==> config.mk <==
export PLATFORM = sky130hd
export DESIGN_NAME = fpg_guard
export DESIGN_NICKNAME = d
export VERILOG_FILES = /design/src/inc/fpg_pkg.sv /design/src/verilog/fpg_ticker.sv /design/src/verilog/fpg_guard.sv
export SDC_FILE = /design/constraint.sdc
export NUM_CORES = 1
export LEC_CHECK = 0
export BUFFER_PORTS_ARGS = -buffer_cell sky130_fd_sc_hd__buf_4
export CORE_UTILIZATION = 40
export DETAILED_ROUTE_END_ITERATION = 10
export GPL_TIMING_DRIVEN = 0
export PLACE_DENSITY = 0.64
export SYNTH_ARGS = -nofsm -noshare
export SYNTH_HDL_FRONTEND = slang
export SYNTH_SLANG_ARGS = --single-unit
==> constraint.sdc <==
create_clock -name sys_clk -period 5.8 [get_ports sys_clk]
set_input_delay 0.29 -clock sys_clk [delete_from_list [all_inputs] [get_ports sys_clk]]
set_output_delay 0.29 -clock sys_clk [all_outputs]
set_load 0.01 [all_outputs]
==> src/inc/fpg_pkg.sv <==
// Package for the flash program/erase access guard.
// Assumes a single 100 MHz system clock; all users reference names as fpg_pkg::name.
package fpg_pkg;
	localparam int ADDR_W = 24;
	localparam logic [7:0] KEY_DOWNLOAD = 8'ha5;
	localparam logic [7:0] KEY_PROGRAM = 8'h5a;
	localparam logic [7:0] KEY_CLEAR = 8'h00;
	localparam logic [ADDR_W-1:0] RAM_BASE = 24'hffb000;
	localparam logic [ADDR_W-1:0] RAM_LAST = 24'hffefff;
	localparam logic [ADDR_W-1:0] FLASH_BASE = 24'h000000;
	localparam logic [ADDR_W-1:0] FLASH_LAST = 24'h07ffff;
	localparam logic [ADDR_W-1:0] ROUTINE_BYTES = 24'h001000;
	localparam int STACK_BYTES = 128;
	localparam int DOWNLOAD_CYCLES = 16;
	localparam int OP_CYCLES = 64;
	localparam logic [1:0] BANK_USER = 2'h0;
	localparam logic [1:0] BANK_BOOT = 2'h1;
	localparam logic [1:0] BANK_EMBEDDED = 2'h2;
	localparam int RESET_HOLD_NS = 100000;
	localparam int CLK_PERIOD_NS = 10;
	localparam int RESET_HOLD_CYCLES = (RESET_HOLD_NS + CLK_PERIOD_NS - 1) / CLK_PERIOD_NS;
	typedef enum logic [2:0] {ST_IDLE, ST_DOWNLOAD, ST_READY, ST_BUSY, ST_DONE} fpg_state_t;
endpackage

==> src/verilog/fpg_ticker.sv <==
// Cycle counter used to time download and operation phases.
// Assumes start is a one-cycle pulse from logic on sys_clk.
`timescale 1ns/10ps
module fpg_ticker (
	input wire logic sys_clk,
	input wire logic sys_rst,
	input wire logic start,
	input wire logic [7:0] length,
	output logic done
);
	logic [7:0] count;
	logic [7:0] next_count;
	logic next_done;

	// Count down from length; done pulses on the final count.
	always_comb
	begin
		next_count = count;
		next_done = 1'b0;
		if (start)
			next_count = length;
		else if (count != 8'h00)
		begin
			next_count = count - 8'h01;
			next_done = (count == 8'h01);
		end
	end

	// Registers only.
	always_ff @(posedge sys_clk)
	begin
		if (sys_rst)
		begin
			count <= 8'h00;
			done <= 1'b0;
		end
		else
		begin
			count <= next_count;
			done <= next_done;
		end
	end
endmodule // fpg_ticker

==> src/verilog/fpg_guard.sv <==
// Flash program/erase access guard: download, key gating, flash access blocking.
// Assumes the CPU runs procedure code from RAM and drives the plain control ports.
`timescale 1ns/10ps
module fpg_guard (
	input wire logic sys_clk,
	input wire logic sys_rst,
	input wire logic key_wr,
	input wire logic [7:0] key_wdata,
	input wire logic dest_wr,
	input wire logic [23:0] dest_wdata,
	input wire logic download_start_bit,
	input wire logic bank_wr,
	input wire logic [1:0] bank_wdata,
	input wire logic op_start,
	input wire logic [23:0] program_data_addr_param,
	output logic [7:0] flash_unlock_key_reg,
	output logic [23:0] download_dest_addr_reg,
	output logic [1:0] flash_array_bank,
	output logic flash_access_en,
	output logic download_busy,
	output logic download_ok,
	output logic download_err,
	output logic op_busy,
	output logic program_err,
	output logic [23:0] ram_occupied_lo,
	output logic [23:0] ram_occupied_hi
);
	fpg_pkg::fpg_state_t state;
	fpg_pkg::fpg_state_t next_state;
	logic [7:0] next_key;
	logic [23:0] next_dest;
	logic [1:0] next_bank;
	logic [1:0] saved_bank;
	logic [1:0] next_saved_bank;
	logic next_access;
	logic next_dl_busy;
	logic next_dl_ok;
	logic next_dl_err;
	logic next_op_busy;
	logic next_prog_err;
	logic [23:0] next_occ_lo;
	logic [23:0] next_occ_hi;
	logic tick_start;
	logic [7:0] tick_len;
	logic tick_done;
	logic data_in_flash;
	logic dest_in_ram;

	fpg_ticker u_ticker (
		.sys_clk(sys_clk),
		.sys_rst(sys_rst),
		.start(tick_start),
		.length(tick_len),
		.done(tick_done)
	);

	// Address checks on the program data pointer and the download destination.
	assign data_in_flash = (program_data_addr_param >= fpg_pkg::FLASH_BASE) &&
		(program_data_addr_param <= fpg_pkg::FLASH_LAST);
	assign dest_in_ram = (download_dest_addr_reg >= fpg_pkg::RAM_BASE) &&
		(download_dest_addr_reg <= fpg_pkg::RAM_LAST - fpg_pkg::ROUTINE_BYTES + 24'h000001);

	// Sequencer: key gating, download, operation, access blocking.
	always_comb
	begin
		next_state = state;
		next_key = flash_unlock_key_reg;
		next_dest = download_dest_addr_reg;
		next_bank = flash_array_bank;
		next_saved_bank = saved_bank;
		next_access = flash_access_en;
		next_dl_busy = download_busy;
		next_dl_ok = download_ok;
		next_dl_err = download_err;
		next_op_busy = op_busy;
		next_prog_err = program_err;
		next_occ_lo = ram_occupied_lo;
		next_occ_hi = ram_occupied_hi;
		tick_start = 1'b0;
		tick_len = 8'h00;
		if (key_wr && state != fpg_pkg::ST_BUSY)
			next_key = key_wdata;
		unique case (state)
			fpg_pkg::ST_IDLE, fpg_pkg::ST_READY, fpg_pkg::ST_DONE:
			begin
				if (dest_wr)
					next_dest = dest_wdata;
				// Software bank writes are recorded here; the guard itself selects the embedded bank for a download and restores the saved one after it.
				if (bank_wr)
					next_bank = bank_wdata;
				if (state == fpg_pkg::ST_DONE && flash_unlock_key_reg == fpg_pkg::KEY_CLEAR)
					next_state = fpg_pkg::ST_IDLE;
				if (download_start_bit && flash_unlock_key_reg == fpg_pkg::KEY_DOWNLOAD)
				begin
					next_saved_bank = flash_array_bank;
					next_bank = fpg_pkg::BANK_EMBEDDED;
					next_dl_busy = 1'b1;
					next_dl_ok = 1'b0;
					next_dl_err = 1'b0;
					tick_start = 1'b1;
					tick_len = 8'(fpg_pkg::DOWNLOAD_CYCLES);
					next_state = fpg_pkg::ST_DOWNLOAD;
				end
				else if (op_start && state == fpg_pkg::ST_READY)
				begin
					if (flash_unlock_key_reg != fpg_pkg::KEY_PROGRAM || data_in_flash)
						next_prog_err = 1'b1;
					else
					begin
						next_prog_err = 1'b0;
						next_access = 1'b0;
						next_op_busy = 1'b1;
						tick_start = 1'b1;
						tick_len = 8'(fpg_pkg::OP_CYCLES);
						next_state = fpg_pkg::ST_BUSY;
					end
				end
			end
			fpg_pkg::ST_DOWNLOAD:
			begin
				// Flash stays readable here; only the program operation (ST_BUSY) closes the access window.
				if (tick_done)
				begin
					next_bank = saved_bank;
					next_dl_busy = 1'b0;
					next_dl_ok = dest_in_ram;
					next_dl_err = !dest_in_ram;
					next_occ_lo = download_dest_addr_reg;
					next_occ_hi = download_dest_addr_reg + fpg_pkg::ROUTINE_BYTES - 24'h000001;
					next_state = dest_in_ram ? fpg_pkg::ST_READY : fpg_pkg::ST_IDLE;
				end
			end
			fpg_pkg::ST_BUSY:
			begin
				if (tick_done)
				begin
					next_op_busy = 1'b0;
					next_access = 1'b1;
					next_state = fpg_pkg::ST_DONE;
				end
			end
		endcase
	end

	// State registers.
	always_ff @(posedge sys_clk)
	begin
		if (sys_rst)
		begin
			state <= fpg_pkg::ST_IDLE;
			flash_unlock_key_reg <= fpg_pkg::KEY_CLEAR;
			download_dest_addr_reg <= fpg_pkg::RAM_BASE;
			flash_array_bank <= fpg_pkg::BANK_USER;
			saved_bank <= fpg_pkg::BANK_USER;
			flash_access_en <= 1'b1;
			download_busy <= 1'b0;
			download_ok <= 1'b0;
			download_err <= 1'b0;
			op_busy <= 1'b0;
			program_err <= 1'b0;
			ram_occupied_lo <= 24'h000000;
			ram_occupied_hi <= 24'h000000;
		end
		else
		begin
			state <= next_state;
			flash_unlock_key_reg <= next_key;
			download_dest_addr_reg <= next_dest;
			flash_array_bank <= next_bank;
			saved_bank <= next_saved_bank;
			flash_access_en <= next_access;
			download_busy <= next_dl_busy;
			download_ok <= next_dl_ok;
			download_err <= next_dl_err;
			op_busy <= next_op_busy;
			program_err <= next_prog_err;
			ram_occupied_lo <= next_occ_lo;
			ram_occupied_hi <= next_occ_hi;
		end
	end

	// Helper for the download length check: counts the cycles that the busy flag has stood.
	// A counter keeps the check cheap where a long repetition would be unrolled by the tools.
	logic [7:0] dl_len;
	logic [7:0] next_dl_len;

	always_comb
	begin
		next_dl_len = download_busy ? dl_len + 8'h01 : 8'h00;
	end

	// Helper register only; it drives no output.
	always_ff @(posedge sys_clk)
	begin
		if (sys_rst)
			dl_len <= 8'h00;
		else
			dl_len <= next_dl_len;
	end
endmodule // fpg_guard

==> summary.md, run 1 <==
| Metric | Value |
|---|---|
| Largest net degree at the start of global routing | `16` |
| Die Area | `11200 sq um` |
| CP bufs+invs | `4` |
| Slowest stage cell, crit path | `clkbuf_1` |
| CTS buffer count | `9` |
| DIE WIDTH | `106 microns` |
| Path depth of the worst reg2reg path | `7` |
| Setup crit end kind | `flip-flop` |
| Post-Synth Simple-Gate Area | `0.249` |
| Starting Density | `0.415` |
| Setup crit start kind | `flip-flop` |
| Worst path max stage delay | `0.53 ns` |
| Worst Path Max Fanout | `10` |
| Overflow after GRT | `0` |
| H-Tree Depth | `3` |
| Reg clk slew, reported paths | `0.10 ns` |
| Post-CTS Resized | `0` |
| RR Startpoint | `state[1]$_SDFFE_PP0P_` |
| CP dominant cell by count | `clkbuf_1` |
| Routability cong. | `0.854` |
| Post-synthesis xor/xnor area fraction | `0.0243` |
| Via count | `4257` |
| Crit Path Class | `flip-flop to flip-flop` |
| ANT nets after route | `0` |
| Status | `completed` |
| Layout Cells excl Fill | `809` |
| Synth warn | `0` |
| Die Span Y | `106 microns` |
| TritonRoute pass-1 iters | `4` |
| Worst Hold End | `download_dest_addr_reg[22]$_SDFFE_PP1P_` |
| RSZ-0062 raised after global routing | `no` |
| Final setup vio count | `0` |
| CTS Hold Buffers Added | `0` |
| Distinct cells, synth | `53` |
| Vias in the first global route | `3856` |
| Peak supply drop | `0.146 mV` |
| Post-DP HPWL | `9.44 mm` |
| Max-cap violations | `0` |
| Nets | `737` |
| PD cells | `267 nW/um^2` |
| Power Total | `1.52 mW` |
| Most used DFF post-synth | `dfxtp_1` |
| Top Ports | `153` |
| Clock skew | `0.0132 ns` |
| Inserted Diodes | `0` |
| Initial antenna violation count | `0` |
| Total Routing Usage GR | `0.227` |
| Fin Setup TNS | `0 ns` |
| Layout cell share with drive strength beyond 1 | `0.236` |
| Worst Path Required | `6.09 ns` |
| First-iteration detailed-routing DRC count | `220` |
| WL per Instance | `15.5 microns` |
| CTS Buffer Depth | `2` |
| Compound-Gate Fraction of Synth Area | `0.171` |
| Relative slew slack | `0.474` |
| Clk sinks | `102` |
| Crit path DAT | `2.51 ns` |
| CP delay by family, top | `buffers and inverters` |
| Register area share after synthesis | `0.473` |
| Row cnt | `37` |
| Fin. Hold Viols | `0` |
| Final wirelength | `12.5 mm` |
| Post CTS Setup Buffer Count | `0` |
| Setup slack, reg-to-reg | `3.58 ns` |
| Main combinational cell family by area after synthesis | `simple AND/OR/NAND/NOR gates` |
| Fin crit period | `2.22 ns` |
| Cell depth of the worst hold path | `3` |
| DRC | `0` |
| Max-slew violations | `0` |
| Clk Latency, worst-skew pair | `0.37 ns` |
| Crit path cell chain | `clkbuf_1, nor4bb_1, clkbuf_1, buf_2, clkbuf_1, nand2_1, a21oi_1` |
| Leak | `2.41 nW` |
| Worst slew pin tran | `0.782 ns` |
| Mean post-synth cell area | `8.24 sq um` |
| Syn Std Cell Area | `4320 sq um` |
| Fin crit share | `0.383` |
| Mux cell area share after synthesis | `0.0278` |
| Setup slack after layout | `3.58 ns` |
| Synth-to-Final Area Change | `31.5%` |
| Post-synth EDFFs | `0` |
| Fillers | `958` |
| CTS tree | `yes` |
| Max Fclk | `450 MHz` |
| Syn_nets | `593` |
| Area contributors post-synth | `dfxtp_1 47%, nand2_1 9.4%, a21oi_1 6.1%, nor2_1 3.7%, clkbuf_1 2.9%` |
| Leading area contributor after synthesis | `dfxtp_1` |
| Drt via density | `5.26` |
| First-pass GRT wire length | `19.8 mm` |
| Root Driver | `clkbuf_8` |
| Hold Path Class | `input pin to flip-flop` |
| Placed cells | `793` |
| Stages on worst setup path | `7` |
| Setup WS pre-CTS | `3.62 ns` |
| Yosys top cell area share | `0.473` |
| Post-synthesis adder-cell area fraction | `0.0116` |
| Core Footprint | `10400 sq um` |
| Input/output buffers | `133` |
| Synth Register Bits | `102` |
| Hold path start | `dest_wdata[22]` |
| Reg2reg end | `ram_occupied_lo[22]$_SDFFE_PP0P_` |
| Synth Instances | `524` |
| Asr flop ratio synth | `0` |
-- cells by family (layout without fill, tap and decap cells) --
kind of cell	after synthesis	after routing
AOI/OAI and AO/OA	122	122
xor gates and xnor gates	12	12
and+or+nand+nor	225	225
buffers and inverters	47	196
adders and majority gates	4	4
muxes	12	12
DFF	102	102
-- tightest hold or removal path, stage by stage --
cell and delay [ns]:
buf_4 0.08, nand2_1 0.04, nand3_1 0.06
-- layout make-up --
type | instances | area, sq um | area share
Sequential cell | 102 | 2040 | 0.359
Multi-Input combinational cell | 375 | 2090 | 0.368
Inverter | 11 | 41.3 | 0.00727
Clock inverter | 3 | 43.8 | 0.00771
Clock buffer | 13 | 149 | 0.0262
Timing Repair Buffer | 133 | 998 | 0.176
Tap cell | 136 | 170 | 0.0300
Buffer | 36 | 145 | 0.0256
-- cell usage after synthesis, types with 9 or more instances --
cell	count
a21oi_1	53
a31oi_1	9
clkbuf_1	33
dfxtp_1	102
inv_1	11
mux2i_1	12
nand2_1	108
nand3_1	20
nor2_1	42
o21ai_0	22
or4_1	10
xnor2_1	9
-- metrics by stage --
stage	area, sq um	util	hold WS, ns
after global placement	5490	0.527	0.444
after global routing	5680	0.545	0.124
after detailed placement	5490	0.527	0.448
after CTS	5680	0.545	0.125
final	5680	0.545	0.136
after floorplan	4320	-	0.414
-- metal layers --
layer | global-route usage | share of wire | up-vias
li1 | - | - | 2127
met1 | 0.305 | 0.46 | 1981
met2 | 0.365 | 0.47 | 132
met3 | 0.0448 | 0.056 | 17
met4 | 0.0774 | 0.017 | 0
met5 | 0 | 0 | -
-- worst max-delay path by stage --
stage / startpoint / end / slack (ns)
after floorplan: download_dest_addr_reg[2]$_SDFFE_PP0P_ / ram_occupied_hi[21]$_SDFFE_PP0P_ / 3.71
after global placement: download_dest_addr_reg[2]$_SDFFE_PP0P_ / ram_occupied_hi[21]$_SDFFE_PP0P_ / 3.64
after detailed placement: download_dest_addr_reg[0]$_SDFFE_PP0P_ / ram_occupied_hi[22]$_SDFFE_PP0P_ / 3.62
after CTS: download_dest_addr_reg[0]$_SDFFE_PP0P_ / ram_occupied_hi[22]$_SDFFE_PP0P_ / 3.59
after global routing: download_dest_addr_reg[0]$_SDFFE_PP0P_ / ram_occupied_hi[22]$_SDFFE_PP0P_ / 3.41
final: state[1]$_SDFFE_PP0P_ / ram_occupied_lo[22]$_SDFFE_PP0P_ / 3.58
-- power breakdown --
part,total (mW),internal [mW],switching [mW]
registers,0.787,0.737,0.0506
logic,0.286,0.136,0.150
clock network,0.446,0.212,0.234
total,1.52,1.08,0.434
-- cell usage in the layout (no fill, tap or decap), types with 2 or more instances in the layout --
master / instances
buf_4: 133
o31ai_1: 6
ha_1: 4
a31oi_1: 9
or3_1: 8
nor3_1: 3
or4_1: 10
o21ai_0: 22
nand4_1: 5
xnor2_1: 9
or4_4: 2
nand3_1: 20
nor2b_1: 2
o22ai_1: 2
clkbuf_8: 10
and4_1: 2
nand2b_1: 3
a211oi_1: 8
clkbuf_1: 36
o211ai_1: 3
nor3b_1: 4
nor4_1: 5
a21oi_1: 53
nor2_1: 42
o211a_1: 2
mux2i_1: 12
inv_1: 11
xor2_1: 3
a311oi_1: 2
nand2_1: 108
nor4bb_1: 2
buf_2: 2
a21o_1: 4
dfxtp_1: 102
(Power assumes the default switching activity.)
==> run 2: changes to the inputs <==
Settings changed: PLACE_DENSITY 0.64 to 0.67.
Clock period 5.8 ns to 1.8 ns, I/O delays scaled along.
==> run 2 against run 1 <==
Compared with the run above:
- the run now ends with negative setup slack left
- clock skew grew 0.0049 ns
- global-route usage grew 2.9 points
- sequential share of layout area shrank 3.3 points
- critical path type unchanged
==> summary.md, run 2 (synthesized netlist as in run 1, its figures left out) <==
| Metric | Value |
|---|---|
| Fin crit period | `2.01 ns (-0.214 ns)` |
| Die Area | `11200 sq um (unchanged)` |
| Routability cong. | `0.808 (-5.3%)` |
| DRC | `0 (unchanged)` |
| Fin. Hold Viols | `0 (unchanged)` |
| Sequential Area | `2080 sq um (+1.7%)` |
| Final wirelength | `14.3 mm (+14%)` |
| Via count | `4550 (+6.9%)` |
| Path depth of the worst reg2reg path | `4 (-3)` |
| WL met3 | `895 microns (+28%)` |
| Setup slack, reg-to-reg | `-0.21 ns (-3.79 ns)` |
| Clk Latency, worst-skew pair | `0.37 ns (about the same)` |
| Layout Cells excl Fill | `852 (+5.3%)` |
| Worst Hold End | `flash_array_bank[0]$_SDFFE_PP0P_` |
| Status | `finished, violations left` |
| Top Metal Used | `met4` |
| Root Driver | `clkbuf_8` |
| Crit path from | `download_dest_addr_reg[7]$_SDFFE_PP0P_` |
| CTS Buffer Depth | `2 (unchanged)` |
| Final setup vio count | `30 (+30)` |
| WL met2 | `7.10 mm (+21%)` |
| Starting Density | `0.415 (unchanged)` |
| WL per Instance | `16.7 microns (+8.1%)` |
| Hold Path Class | `input pin to flip-flop` |
| Final Hold Slack | `0.130 ns (-0.00624 ns)` |
| CTS buffer count | `9 (unchanged)` |
| Post-layout instance area | `6360 sq um (+12%)` |
| Layout cell share with drive strength beyond 1 | `0.330 (+0.0934)` |
| Inserted Diodes | `0 (unchanged)` |
| Cell area after placement | `5540 sq um (+0.96%)` |
| Max Fclk | `498 MHz (+11%)` |
| Overflow after GRT | `0 (unchanged)` |
| Violated checks | `negative setup slack` |
| Largest net degree at the start of global routing | `16 (unchanged)` |
| Core Footprint | `10400 sq um (unchanged)` |
| Max-slew violations | `0 (unchanged)` |
| PD cells | `811 nW/um^2 (+200%)` |
| Die Span Y | `106 microns (unchanged)` |
| Clock skew | `0.0181 ns (+0.00490 ns)` |
| RR Startpoint | `download_dest_addr_reg[7]$_SDFFE_PP0P_` |
| Drt via density | `5.34 (+1.5%)` |
| Fin crit share | `1.12 (+0.733)` |
| ANT nets after route | `0 (unchanged)` |
| Input/output buffers | `133 (unchanged)` |
| Nets | `780 (+5.8%)` |
| Top Ports | `153 (unchanged)` |
| TritonRoute pass-1 iters | `5 (+1)` |
| CTS tree | `yes` |
| Setup crit end kind | `flip-flop` |
| Initial antenna violation count | `0 (unchanged)` |
| Fillers | `908 (-5.2%)` |
| Synth-to-Final Area Change | `47.2%` |
| Total Routing Usage GR | `0.256 (+0.0289)` |
| Worst Path Max Fanout | `4 (-6)` |
| H-Tree Depth | `3 (unchanged)` |
| WL met1 | `5.99 mm (+4.2%)` |
| Commonest non-fill, non-tap cell in the layout | `buf_4` |
| Most frequent cells in the layout | `147 x buf_4, 108 x nand2_1, 86 x dfxtp_1` |
| DIE WIDTH | `106 microns (unchanged)` |
| Relative slew slack | `0.566 (+0.0916)` |
| Reg clk slew, reported paths | `0.09 ns (about the same)` |
| First-iteration detailed-routing DRC count | `223 (+1.4%)` |
| Worst slew pin tran | `0.651 ns (-0.130 ns)` |
| Crit path DAT | `2.28 ns (-0.23 ns)` |
| Clk sinks | `102 (unchanged)` |
| First-pass GRT wire length | `22.4 mm (+13%)` |
| Setup crit start kind | `flip-flop` |
| Placed cells | `793 (unchanged)` |
| Setup slack after layout | `-0.210 ns (-3.79 ns)` |
| Hold path start | `bank_wr` |
| Peak supply drop | `0.611 mV (+320%)` |
| Post-DP HPWL | `9.49 mm (+0.57%)` |
| Setup WS pre-CTS | `-0.360 ns (-3.98 ns)` |
| Vias in the first global route | `4393 (+14%)` |
| Worst Path Required | `2.07 ns (-4.02 ns)` |
| Leak | `2.71 nW (+13%)` |
| Cell depth of the worst hold path | `4 (+1)` |
| Max-cap violations | `0 (unchanged)` |
| Crit Path Class | `flip-flop to flip-flop` |
| Reg2reg end | `ram_occupied_hi[21]$_SDFFE_PP0P_` |
| RSZ-0062 raised after global routing | `yes` |
| Row cnt | `37 (unchanged)` |
| Multi-input logic area | `2240 sq um (+7.4%)` |
[run 2: changes by cell type in the layout (fill, tap and decap cells not counted), sizes merged]
cell         previous run  this run
clkbuf                 46        38
dlygate4sd3             0        33
clkinv                  2         1
clkinvlp                0         1
buf                   136       155
bufinv                  1         0
[run 2: worst max path at each step]
stage               slack (ns)                          endpoint
detailed placement       -0.36  ram_occupied_lo[23]$_SDFFE_PP0P_
CTS                      -0.20  ram_occupied_hi[21]$_SDFFE_PP0P_
finish                   -0.21  ram_occupied_hi[21]$_SDFFE_PP0P_
floorplan                -0.24  ram_occupied_hi[21]$_SDFFE_PP0P_
global placement         -0.30  ram_occupied_hi[21]$_SDFFE_PP0P_
global route             -0.25  ram_occupied_hi[21]$_SDFFE_PP0P_
[run 2: stage by stage]
step / utilization / TNS, ns / total power [mW]
floorplan: - / -0.661 / 3.19
finish: 0.610 / -2.31 / 5.16
detailed placement: 0.532 / -18.54 / 3.51
global route: 0.610 / -4.28 / 5.38
CTS: 0.601 / -2.68 / 5.07
global placement: 0.532 / -12.85 / 3.47
[run 2: final cells by class]
cell class	count	share of cell area
buffer	28	0.0213
clock buffer	14	0.0289
clock inverter	2	0.00197
inverter	11	0.00650
multi-input combinational	375	0.353
sequential	102	0.327
tap	136	0.0268
timing repair buffer	184	0.235
[run 2: routing by layer]
metal,track usage,up-vias
met2,0.443,169
li1,-,2201
met4,0.0873,0
met3,0.0576,24
met5,0,-
met1,0.313,2156
[run 2: where the power goes]
part           leakage, nW  internal (mW)  switching [mW]
registers            0.837           2.37           0.176
clock network       0.0978          0.664           0.799
logic                 1.77          0.572           0.570
[run 2: timing repair]
| action | in CTS | in global routing |
|---|---|---|
| hold buffers | 33 | 0 |
| endpoints found under the hold margin | 33 | 0 |
| cloned | 0 | 1 |
| gates resized for setup | 38 | 31 |
| endpoints found under the setup margin | 97 | 90 |
| buffers inserted | 15 | 2 |
| pin swaps | 11 | 21 |
[run 2: critical path, cell delays in order, from the launching register on]
cell	delay, ns
dfxtp_4	0.36
or4_4	0.56
or4_4	0.55
a311o_1	0.32
o211a_1	0.12
